--- config.mk ---
export PLATFORM = sky130hd
export DESIGN_NAME = dacseq_top
export DESIGN_NICKNAME = d
export VERILOG_FILES = /design/src/dacseq_pkg.sv /design/src/dacseq_if.sv /design/src/dacseq_rx.sv /design/src/dacseq_top.sv
export SDC_FILE = /design/constraint.sdc
export NUM_CORES = 1
export LEC_CHECK = 0
export BUFFER_PORTS_ARGS = -buffer_cell sky130_fd_sc_hd__buf_4
export CORE_MARGIN = 2
export CORE_UTILIZATION = 66
export CTS_BUF_LIST = sky130_fd_sc_hd__clkbuf_4 sky130_fd_sc_hd__clkbuf_8
export CTS_CLUSTER_SIZE = 40
export DETAILED_ROUTE_END_ITERATION = 6
export PLACE_DENSITY = 0.87
export SLEW_MARGIN = 15
export SYNTH_ARGS = -nofsm -noshare
export SYNTH_HDL_FRONTEND = slang
export SYNTH_SLANG_ARGS = --single-unit
export TNS_END_PERCENT = 5
--- constraint.sdc ---
create_clock -name clk_in -period 4.3 [get_ports clk_in]
set_input_delay 0.86 -clock clk_in [delete_from_list [all_inputs] [get_ports clk_in]]
set_output_delay 0.86 -clock clk_in [all_outputs]
set_load 0.02 [all_outputs]
--- src/dacseq_pkg.sv ---
// constants and types for the serial command and converter control block
// How it works
// - sixteen-bit frames, sampled on clock falling edges
// - command executes when frame select rises
// - bit15 low writes a control register
// - bit15 high writes channel input register
// - separate input and output register per channel
// - codes are straight binary zero to 4095
// - mode 00 copies new data immediately
// - mode 01 holds outputs unchanged
// - mode 10 copies all inputs at once
// - address 0111 holds readback select, mode
// - broadcast bit loads every channel enabled at address 0101
// - address 0011 general purpose control fields
// - one shared range bit each converter
// - address 1011 power down and reference
// - channel power-down tristates that dac output
// - output register kept through power-down
// - global power-down stops dac drives, reference and adc buffer together
// - dac pin still convertible by adc sequence
// - sequencer steps to next selected channel
// - sequence write puts first channel tracking
// - first select fall converts first channel
// - conversion lasts 2 us, no overlap
`default_nettype none
package dacseq_pkg;
  localparam int NCH = 8;
  localparam int CODE_W = 12;
  localparam int CLK_HZ = 20_000_000;
  localparam int CONV_NS = 2000;
  localparam int CONV_CYC = (CONV_NS * (CLK_HZ / 1_000_000) + 999) / 1000;
  localparam logic [3:0] ADDR_SEQ = 4'h2;
  localparam logic [3:0] ADDR_GP = 4'h3;
  localparam logic [3:0] ADDR_DAC_CFG = 4'h5;
  localparam logic [3:0] ADDR_RB = 4'h7;
  localparam logic [3:0] ADDR_PD = 4'hb;
  localparam int GP_PRECH = 9;
  localparam int GP_BUFEN = 8;
  localparam int GP_LOCK = 7;
  localparam int GP_BCAST = 6;
  localparam int GP_ADCR = 5;
  localparam int GP_DACR = 4;
  localparam int GLOBAL_PD_BIT = 10;
  localparam int PD_REF_BIT = 9;
  localparam logic [1:0] MODE_IMM = 2'h0;
  localparam logic [1:0] MODE_HOLD = 2'h1;
  localparam logic [1:0] MODE_LOAD = 2'h2;
  localparam logic [10:0] REG_RST = 11'h000;
  typedef enum logic [1:0] {DS_IDLE, DS_TRACK, DS_CONV} dacseq_state_t;
endpackage
`default_nettype wire

--- src/dacseq_if.sv ---
// frame handoff between the serial receiver and the control logic
`timescale 1ns/100ps
`default_nettype none
interface dacseq_if;
  logic frame_done;
  logic frame_start;
  logic [15:0] frame;
  modport rx (output frame_done, output frame_start, output frame);
  modport ctl (input frame_done, input frame_start, input frame);
endinterface
`default_nettype wire

--- src/dacseq_rx.sv ---
// serial receiver: synchronises pins and assembles sixteen-bit frames
`timescale 1ns/100ps
`default_nettype none
module dacseq_rx (
  input wire logic clk_in,
  input wire logic nrst_in,
  input wire logic sclk_in,
  input wire logic sync_n_in,
  input wire logic sdi_in,
  dacseq_if.rx fr
);
  logic [2:0] s1, s2;
  logic sclk_q, sync_q;
  logic [15:0] shreg;
  logic [4:0] cnt;
  wire fall = sclk_q & ~s2[0];
  wire rise_sync = ~sync_q & s2[1];
  wire fall_sync = sync_q & ~s2[1];
  always_ff @(posedge clk_in or negedge nrst_in) begin
    if (!nrst_in) begin
      s1 <= 3'h2;
      s2 <= 3'h2;
      sclk_q <= 1'b0;
      sync_q <= 1'b1;
    end else begin
      s1 <= {sdi_in, sync_n_in, sclk_in};
      s2 <= s1;
      sclk_q <= s2[0];
      sync_q <= s2[1];
    end
  end
  always_ff @(posedge clk_in or negedge nrst_in) begin
    if (!nrst_in) begin
      shreg <= 16'h0000;
      cnt <= 5'h00;
    end else if (fall_sync) begin
      cnt <= 5'h00;
    end else if (fall && !s2[1] && cnt != 5'h10) begin
      shreg <= {shreg[14:0], s2[2]};
      cnt <= cnt + 5'h01;
    end
  end
  // executes only after the sixteenth edge; short frames are dropped
  assign fr.frame_done = rise_sync && cnt == 5'h10;
  assign fr.frame_start = fall_sync;
  assign fr.frame = shreg;
endmodule
`default_nettype wire

--- src/dacseq_top.sv ---
// control logic: register decode, dac two-stage update, adc sequencer
`timescale 1ns/100ps
`default_nettype none
module dacseq_top
  import dacseq_pkg::*;
(
  // clock and reset
  input wire logic clk_in,
  input wire logic nrst_in,
  // serial port
  input wire logic sclk_in,
  input wire logic sync_n_in,
  input wire logic sdi_in,
  // dac outputs
  output logic [NCH*CODE_W-1:0] dac_code_out,
  output logic [NCH-1:0] dac_drive_out,
  output logic dac_gain2_out,
  // shared analog controls
  output logic adc_gain2_out,
  output logic adc_buf_en_out,
  output logic adc_prech_out,
  output logic ref_en_out,
  output logic lock_out,
  output logic [4:0] readback_sel_out,
  // adc sequencer
  output logic [2:0] adc_mux_out,
  output logic adc_track_out,
  output logic adc_convert_out
);
  dacseq_if fr ();
  dacseq_rx u_rx (
    .clk_in(clk_in),
    .nrst_in(nrst_in),
    .sclk_in(sclk_in),
    .sync_n_in(sync_n_in),
    .sdi_in(sdi_in),
    .fr(fr)
  );

  function automatic logic [2:0] next_chan(input logic [7:0] sel, input logic [2:0] cur,
                                           input logic from_start);
    logic [2:0] r;
    logic hit;
    r = 3'h0;
    hit = 1'b0;
    for (int i = 0; i < NCH; i++) begin
      if (!hit && sel[i] && (from_start || i > int'(cur))) begin
        r = 3'(i);
        hit = 1'b1;
      end
    end
    return r;
  endfunction

  function automatic logic more_after(input logic [7:0] sel, input logic [2:0] cur);
    logic m;
    m = 1'b0;
    for (int i = 0; i < NCH; i++) begin
      if (sel[i] && i > int'(cur)) begin
        m = 1'b1;
      end
    end
    return m;
  endfunction

  logic [10:0] gp_reg, rb_reg, pd_reg;
  logic [7:0] dac_cfg, seq_sel;
  logic seq_rep;
  logic [CODE_W-1:0] in_reg [NCH];
  logic [CODE_W-1:0] out_reg [NCH];
  dacseq_state_t state;
  logic [2:0] chan;
  logic [7:0] conv_cnt;

  wire done = fr.frame_done;
  wire is_dac = fr.frame[15];
  wire is_ctl = ~fr.frame[15];
  wire [3:0] ctl_addr = fr.frame[14:11];
  wire [8:0] ctl_data = fr.frame[8:0];
  wire [10:0] ctl_word = fr.frame[10:0];
  wire [2:0] dac_addr = fr.frame[14:12];
  wire [CODE_W-1:0] dac_data = fr.frame[11:0];
  wire bcast = gp_reg[GP_BCAST];
  wire [1:0] mode = rb_reg[1:0];
  wire gp_wr = done && is_ctl && ctl_addr == ADDR_GP;
  wire rb_wr = done && is_ctl && ctl_addr == ADDR_RB;
  wire pd_wr = done && is_ctl && ctl_addr == ADDR_PD;
  wire cfg_wr = done && is_ctl && ctl_addr == ADDR_DAC_CFG;
  wire seq_wr = done && is_ctl && ctl_addr == ADDR_SEQ;
  wire load_all = rb_wr && ctl_word[1:0] == MODE_LOAD;
  wire global_power_down = pd_reg[GLOBAL_PD_BIT];
  wire conv_end = state == DS_CONV && conv_cnt == 8'(CONV_CYC - 1);

  // control registers; reserved bits are stored as zero
  always_ff @(posedge clk_in or negedge nrst_in) begin
    if (!nrst_in) begin
      gp_reg <= REG_RST;
      rb_reg <= REG_RST;
      pd_reg <= REG_RST;
      dac_cfg <= 8'h00;
    end else begin
      if (gp_wr) gp_reg <= {1'b0, ctl_word[9:4], 4'h0};
      if (rb_wr) rb_reg <= {4'h0, ctl_word[6:0]};
      if (pd_wr) pd_reg <= {ctl_word[10:9], 1'b0, ctl_word[7:0]};
      if (cfg_wr) dac_cfg <= ctl_data[7:0];
    end
  end

  // input and output register stages per channel
  genvar g;
  for (g = 0; g < NCH; g++) begin : g_ch
    wire sel = bcast ? dac_cfg[g] : dac_addr == 3'(g);
    wire wr = done && is_dac && sel;
    always_ff @(posedge clk_in or negedge nrst_in) begin
      if (!nrst_in) begin
        in_reg[g] <= 12'h000;
        out_reg[g] <= 12'h000;
      end else begin
        if (wr) in_reg[g] <= dac_data;
        if (wr && mode == MODE_IMM) out_reg[g] <= dac_data;
        else if (load_all) out_reg[g] <= in_reg[g];
      end
    end
    // power-down only gates drive, so the held code comes back
    always_ff @(posedge clk_in or negedge nrst_in) begin
      if (!nrst_in) begin
        dac_code_out[g*CODE_W +: CODE_W] <= 12'h000;
        dac_drive_out[g] <= 1'b0;
      end else begin
        dac_code_out[g*CODE_W +: CODE_W] <= out_reg[g];
        dac_drive_out[g] <= dac_cfg[g] && !pd_reg[g] && !global_power_down;
      end
    end
  end

  // adc sequencer; dac pins are not excluded so they can be monitored
  always_ff @(posedge clk_in or negedge nrst_in) begin
    if (!nrst_in) begin
      state <= DS_IDLE;
      chan <= 3'h0;
      conv_cnt <= 8'h00;
      seq_sel <= 8'h00;
      seq_rep <= 1'b0;
    end else if (seq_wr) begin
      seq_sel <= ctl_data[7:0];
      seq_rep <= ctl_word[9];
      chan <= next_chan(ctl_data[7:0], 3'h0, 1'b1);
      state <= (ctl_data[7:0] != 8'h00 && !global_power_down) ? DS_TRACK : DS_IDLE;
      conv_cnt <= 8'h00;
    end else begin
      unique case (state)
        DS_IDLE: ;
        DS_TRACK: begin
          if (fr.frame_start && !global_power_down) begin
            state <= DS_CONV;
            conv_cnt <= 8'h00;
          end
        end
        DS_CONV: begin
          if (conv_end) begin
            if (more_after(seq_sel, chan)) begin
              chan <= next_chan(seq_sel, chan, 1'b0);
              state <= DS_TRACK;
            end else if (seq_rep) begin
              chan <= next_chan(seq_sel, chan, 1'b1);
              state <= DS_TRACK;
            end else begin
              state <= DS_IDLE;
            end
          end else begin
            conv_cnt <= conv_cnt + 8'h01;
          end
        end
      endcase
    end
  end

  always_ff @(posedge clk_in or negedge nrst_in) begin
    if (!nrst_in) begin
      dac_gain2_out <= 1'b0;
      adc_gain2_out <= 1'b0;
      adc_buf_en_out <= 1'b0;
      adc_prech_out <= 1'b0;
      ref_en_out <= 1'b0;
      lock_out <= 1'b0;
      readback_sel_out <= 5'h00;
      adc_mux_out <= 3'h0;
      adc_track_out <= 1'b0;
      adc_convert_out <= 1'b0;
    end else begin
      dac_gain2_out <= gp_reg[GP_DACR];
      adc_gain2_out <= gp_reg[GP_ADCR];
      adc_buf_en_out <= gp_reg[GP_BUFEN] && !global_power_down;
      adc_prech_out <= gp_reg[GP_PRECH];
      ref_en_out <= pd_reg[PD_REF_BIT] && !global_power_down;
      lock_out <= gp_reg[GP_LOCK];
      readback_sel_out <= rb_reg[6:2];
      adc_mux_out <= chan;
      adc_track_out <= state == DS_TRACK;
      adc_convert_out <= state == DS_CONV;
    end
  end

  // checks look at the register stages, not only the pins
  property p_imm;
    @(posedge clk_in) disable iff (!nrst_in)
      (done && is_dac && !bcast && mode == MODE_IMM) |=> out_reg[$past(dac_addr)] == $past(dac_data);
  endproperty
  a_imm: assert property (p_imm) else $error("immediate mode did not update");
  property p_hold;
    @(posedge clk_in) disable iff (!nrst_in)
      (mode == MODE_HOLD && !load_all) |=> $stable(out_reg[0]);
  endproperty
  a_hold: assert property (p_hold) else $error("hold mode changed output");
  property p_load;
    @(posedge clk_in) disable iff (!nrst_in) load_all |=> out_reg[1] == $past(in_reg[1]);
  endproperty
  a_load: assert property (p_load) else $error("load all missed channel");
  property p_inreg;
    @(posedge clk_in) disable iff (!nrst_in)
      (done && is_dac && !bcast) |=> in_reg[$past(dac_addr)] == $past(dac_data);
  endproperty
  a_inreg: assert property (p_inreg) else $error("input register not written");
  property p_bcast;
    @(posedge clk_in) disable iff (!nrst_in)
      (done && is_dac && bcast) |=>
        in_reg[3] == ($past(dac_cfg[3]) ? $past(dac_data) : $past(in_reg[3]));
  endproperty
  a_bcast: assert property (p_bcast) else $error("broadcast missed channel");
  property p_pdall;
    @(posedge clk_in) disable iff (!nrst_in)
      global_power_down |=> (dac_drive_out == 8'h00 && !ref_en_out && !adc_buf_en_out);
  endproperty
  a_pdall: assert property (p_pdall) else $error("global power-down ignored");
  property p_pdkeep;
    @(posedge clk_in) disable iff (!nrst_in)
      pd_reg[2] |=> dac_code_out[2*CODE_W +: CODE_W] == $past(out_reg[2]);
  endproperty
  a_pdkeep: assert property (p_pdkeep) else $error("power-down lost code");
  property p_chpd;
    @(posedge clk_in) disable iff (!nrst_in) pd_reg[0] |=> !dac_drive_out[0];
  endproperty
  a_chpd: assert property (p_chpd) else $error("powered-down channel still drives");
  property p_track;
    @(posedge clk_in) disable iff (!nrst_in)
      (seq_wr && ctl_data[7:0] != 8'h00 && !global_power_down) |=> state == DS_TRACK;
  endproperty
  a_track: assert property (p_track) else $error("sequence write not tracking");
  // forty clocks, counted from the first converting cycle
  property p_conv;
    @(posedge clk_in) disable iff (!nrst_in)
      $rose(state == DS_CONV) |-> ##39 conv_end;
  endproperty
  a_conv: assert property (p_conv) else $error("conversion length wrong");
  property p_start;
    @(posedge clk_in) disable iff (!nrst_in)
      (state == DS_TRACK && fr.frame_start && !global_power_down && !seq_wr) |=>
        state == DS_CONV;
  endproperty
  a_start: assert property (p_start) else $error("select fall did not convert");
  property p_step;
    @(posedge clk_in) disable iff (!nrst_in)
      (conv_end && more_after(seq_sel, chan) && !seq_wr) |=>
        (state == DS_TRACK && chan > $past(chan) && seq_sel[chan]);
  endproperty
  a_step: assert property (p_step) else $error("sequencer did not step");
  property p_ctlkeep;
    @(posedge clk_in) disable iff (!nrst_in)
      (done && is_dac) |=> ($stable(gp_reg) && $stable(rb_reg) && $stable(pd_reg));
  endproperty
  a_ctlkeep: assert property (p_ctlkeep) else $error("dac frame changed a register");
  property p_rbwr;
    @(posedge clk_in) disable iff (!nrst_in)
      rb_wr |=> (mode == $past(ctl_word[1:0]) && rb_reg[10:7] == 4'h0);
  endproperty
  a_rbwr: assert property (p_rbwr) else $error("transfer mode not stored");
  property p_gpwr;
    @(posedge clk_in) disable iff (!nrst_in)
      gp_wr |=> (bcast == $past(ctl_word[GP_BCAST]) && gp_reg[3:0] == 4'h0 && !gp_reg[10]);
  endproperty
  a_gpwr: assert property (p_gpwr) else $error("general control not stored");
  property p_pdwr;
    @(posedge clk_in) disable iff (!nrst_in)
      pd_wr |=> (pd_reg[7:0] == $past(ctl_word[7:0]) &&
        pd_reg[PD_REF_BIT] == $past(ctl_word[PD_REF_BIT]));
  endproperty
  a_pdwr: assert property (p_pdwr) else $error("power-down register not stored");
  property p_range;
    @(posedge clk_in) disable iff (!nrst_in)
      gp_wr |=> ##1 (dac_gain2_out == $past(ctl_word[GP_DACR], 2) &&
        adc_gain2_out == $past(ctl_word[GP_ADCR], 2));
  endproperty
  a_range: assert property (p_range) else $error("range bits not applied");
  property p_outkeep;
    @(posedge clk_in) disable iff (!nrst_in)
      (done && is_dac && mode != MODE_IMM) |=> $stable(out_reg[5]);
  endproperty
  a_outkeep: assert property (p_outkeep) else $error("dac write moved an output");
  c_imm: cover property (@(posedge clk_in) done && is_dac && mode == MODE_IMM);
  c_load: cover property (@(posedge clk_in) load_all);
  c_bcast: cover property (@(posedge clk_in) done && is_dac && bcast);
  c_step: cover property (@(posedge clk_in) conv_end && more_after(seq_sel, chan));
  c_wrap: cover property (@(posedge clk_in) conv_end && !more_after(seq_sel, chan) && seq_rep);
endmodule
`default_nettype wire

# Word level (Yosys, flattened, before mapping)
# Cells that the tools add are included.
# word_totals
memories	0
ram_bits	0
wordCells	384
latchBits	0
inputBits	5
regBits	394
romBits	0
# classes
n_div	0
magnitude_cmp	7
n_eq_ne	21
multipliers	0
mux	158
bitwise_logic	8
n_shift	0
reduce_logical	131
n_addsub	2
# ops
operator	n
12-bit 2-to-1 mux	16
1-bit 2-to-1 mux	109
1-bit logical AND	81
3-bit 2-to-1 mux	21
1-bit logical NOT	30
8-bit 2-to-1 mux	3
2-bit nonzero test	11
8-bit one-hot mux with 2 select lines	1
3-bit equality test (second input constant)	4
3-bit > comparator (first input constant)	4
2-bit 2-to-1 mux	5
5-bit 2-to-1 mux	2
3-bit inequality test (second input constant)	3
3-bit AND reduction	3
8-bit by 1-bit adder with 8-bit output (second input constant)	1
4-bit by 2-bit equality test with 1-bit output (second input constant)	2
4-bit by 3-bit equality test with 1-bit output (second input constant)	2
8-bit by 6-bit equality test with 1-bit output (second input constant)	1
8-bit nonzero test	1
3-bit by 2-bit equality test with 1-bit output (second input constant)	2
2-bit by 3-bit > comparator with 1-bit output (first input constant)	2
3-bit nonzero test	2
5-bit by 1-bit adder with 5-bit output (second input constant)	1
5-bit equality test (second input constant)	1
12 further kinds	19

# Longest topological paths before layout
# depth
ltp_word	72
ltp_mapped	12
depth_no_buf	8

# Hierarchy
# From an unflattened synthesis, not the netlist that was laid out.
# hier_totals
hier_cells	1137
area_unflattened_um2	14954.3
# modules_own_cells
module	instances	cells_each	area_per_inst_um2
dacseq_top	1	1061	13775.7
dacseq_rx	1	76	1178.6

# Least setup slack after synthesis
# No wires, ideal clock.
# synth_timing
kind	register -> register
start	reg u_rx.cnt[0]
end	reg out_reg[85] (netlist bit)
path_stages_with_launch	12
setup_time_ns	0.126
arrival_time_ns	2.238
period_less_slack_ns	2.364
t_required_ns	4.174
path_buffers	3
path_slack_ns	1.936
path_cell_list	dfrtp_1 > inv_1 > ha_1 > and4bb_2 > and4_1 > buf_2 > nand4b_1 > buf_2 > nor3_2 > buf_2 > nor3b_1 > a221o_1
# synth_between
elab_chain_cells	6
word_cells_on_any_way	10
# synth_rtl
item	line	rtl
from (decl)	dacseq_rx.sv:15	logic [4:0] cnt;
from (signal assigned)	dacseq_rx.sv:40	cnt <= cnt + 5'h01;
5-bit equality test (*)	dacseq_rx.sv:44	assign fr.frame_done = rise_sync && cnt == 5'h10;
1-bit logical AND (*)	dacseq_rx.sv:44	
1-bit logical AND (on tied branches) (2 in a row)	dacseq_top.sv:113, dacseq_top.sv:86	
1-bit logical AND (on tied branches)	dacseq_top.sv:120, dacseq_top.sv:90	
12-bit 2-to-1 mux or 2-bit nonzero test (tied branches)	n/a	
to (signal, indexed assignment)	dacseq_top.sv:120	if (wr && mode == MODE_IMM) out_reg[g] <= dac_data;
to (signal, indexed assignment)	dacseq_top.sv:121	else if (load_all) out_reg[g] <= in_reg[g];
to (decl)	dacseq_top.sv:70	logic [CODE_W-1:0] out_reg [NCH];
# Mark *: on every way between the ends. The rest lies on a longest branch, timed or not.
# A chain may end at the register's enable or synchronous reset.

# Worst setup path in the final report
# layout_timing
start	reg u_rx.cnt[0]
end	reg out_reg[82] (netlist bit)
# The elaborated chain is that of the path after synthesis.

==> reports/results.txt <==
Status - completed
Post_cts resized - 0
Compound-cell area share of the yosys netlist - 6.621%
Slowest CP cell - or3_4
DRT iter0 DRCs - 602
Total gr overflow - 0
Crit end category - flip-flop
Arr. time, crit path - 3890 ps
Startpoint Class - flip-flop
Gate Count Post-Synth - 1,127
CTS Buffer Depth - 3
Unrepaired setup endpoints after global routing - false
Pint - 0.005650 W
Post-synthesis sequential area ratio - 66.24%
First-pass GRT wire length - 51,470 um
CP peak stage delay - 850 ps
RePlAce Congestion - 0.8090
# port buffers - 124
Max-slew violation count - 0
CP Max Fanout - 47
Placeable Area - 0.02196 mm2
H-tree levels - 2
Overall Global Routing Usage - 27.61%
Drt drc - 0
Cell variety after synth - 57
DIE AREA - 0.02378 mm2
Post-Syn Nets - 1,135
CP cell instances - inv_1 > ha_1 > and4bb_2 > and4_1 > nand4b_1 > or3_4 > buf_12 > mux2i_1 > o21ai_0
Detailed placer's ending HPWL - 18,800 um
Worst path top cell family by delay - simple AND/OR/NAND/NOR gates
Max IR drop VDD - 0.0002687 V
Cell Rows - 54
Clock power frac - 43.3%
Layout Nets - 1,258
Worst Setup Path Type - flip-flop to flip-flop
Hold Slack - 309.6 ps
Vias in the first global route - 9,531
Util after Layout - 79.23%
WP buf/inv - 2
WL per Instance - 20.34 um
Vert. Die Dim - 154.2 um
Synth async-reset ratio - 100.0%
Layout cell share with drive strength beyond 1 - 31.25%
CTS sink cnt - 394
Simple-gate share of the synthesized area - 7.932%
Largest net degree at the start of global routing - 101
Final setup vio count - 0
Clk root buf - clkbuf_8
Pre-CTS WS - 984.4 ps
Worst skew pair latency - 590 ps
1st-pass router iterations - 5
Switching share of power - 23.18%
Synthesized cell area - 0.01489 mm2
Hold-fix buffers, CTS - 0
Comb pwr share - 3.8%
Final worst slack - 907.4 ps
Via count - 9,417
Req. time, crit path - 4800 ps
Clock transition at path regs - 70 ps
Synth warnings - 0
Post-route ant nets - 0
Avg Inst Size Synth - 13.21 um2
Top-Level Pins - 125
Die width - 154.2 um
Number of synthesized flops with an enable pin - 0
Period utilisation layout - 78.90%
Flops & latches, synth - 394
Post-layout minimum cycle time - 3393 ps
Adder-cell share of the synthesized area - 0.2521%
PwrDens - 422.8 mW/mm2
Fmax - 0.2948 GHz
Largest family of logic cells by synthesized area - multiplexers
CTS tree - yes
Post-synth top cells - dfrtp_1, mux2_2, nand2_1
Setup TNS - 0 ps
Post-CTS Setup Repair Bufs - 0
Xor/xnor cell area share of the yosys netlist - 0.2353%
Vias per Instance - 5.975
N_diodes - 0
Skew final - 18.60 ps
Post-synthesis mux area share - 16.26%
Synth area leaders - dfrtp_1, mux2_2, mux2i_1
Initial core utilization - 67.81%
Leak - 9.210 nW
Worst-Margin Slew - 1128 ps
Post-Route WL - 32,060 um
Worst min-delay path category - input port to async pin
Count leader, synth - dfrtp_1
Final Hold Viols - 0
Initial antenna violation count - 0
Synth area leader - dfrtp_1
TritonCTS Buffers - 57
Sequential Power Share - 52.8%
Top_reg_cell synth - dfrtp_1
Worst slew margin - 24.54%
P_sw - 0.001705 W
Maxcap violations - 0
Area share of the leading cell type in the synthesized netlist - 65.71%
Area grow syn2layout - 16.83%
==> power by group through the flow <==
stage | Clock (W) | Combinational [W] | Sequential [W]
6_report | 0.00319 | 0.000282 | 0.00388
5_1_grt | 0.00339 | 0.000306 | 0.00388
4_1_cts | 0.00324 | 0.000283 | 0.00388
3_5_place_dp | 0 | 0.000279 | 0.00394
3_3_place_gp | 0 | 0.000271 | 0.00394
2_1_floorplan | 0 | 0.000193 | 0.00382
==> metrics by stage <==
| step | instance area, um2 | instances | power (W) |
|---|---|---|---|
| after floorplan | 14890 | 1127 | 0.004018 |
| after global placement | 16100 | 1471 | 0.004208 |
| after detailed placement | 16100 | 1471 | 0.004223 |
| after CTS | 17400 | 1576 | 0.007398 |
| after global routing | 17400 | 1576 | 0.007579 |
| final | 17400 | 1576 | 0.007355 |
==> final cells by class <==
cell class / instances / area [um2]
multi-input cells: 642 / 4713
inverters: 9 / 33.78
repair buffers: 146 / 1141
well taps: 280 / 350.3
flip-flops and latches: 394 / 9864
clock buffers: 101 / 1271
clock inverters: 4 / 22.52
fillers: 1199 / 4562
==> routing by layer <==
metal | vias to the layer above | track usage, % | share of wire, %
met2 | 328 | 44.16 | 48
met5 | - | 0 | 0
met3 | 81 | 4.763 | 5.7
li1 | 4190 | - | -
met4 | 0 | 10.28 | 2.8
met1 | 4818 | 38.93 | 43
==> cell families after synthesis <==
| kind of cell | after synthesis |
|---|---|
| fa+ha+maj | 3 |
| xor+xnor | 4 |
| buf+inv | 91 |
| compound gates | 170 |
| flops | 394 |
| simple gates | 240 |
| mux | 225 |
==> placed cells by master (no fill, tap or decap), types with 9 or more instances in the layout <==
cell type,netlist,final
buf_4,0,142
a21oi_1,18,18
mux2i_1,90,90
dfrtp_1,391,390
nand2_1,129,129
clkbuf_4,0,19
mux2_2,135,135
nor3b_1,15,15
o21ai_0,113,113
nand3_1,9,9
clkbuf_8,0,82
nor2_1,33,33
==> path summary, 6_finish.rpt <==
path,from,slack [ps],cells after the start,endpoint
max,u_rx.cnt[0],910,9,out_reg[82]
min,nrst_in,310,1,out_reg[16]
max reg2reg,u_rx.cnt[0],910,9,out_reg[82]
min reg2reg,u_rx.s1[1],350,0,u_rx.s2[1]
max in group asynchronous,nrst_in,2930,2,in_reg[89]
min in group clk_in,u_rx.s1[1],350,0,u_rx.s2[1]
Note: power is estimated with default switching activity, not from simulation.
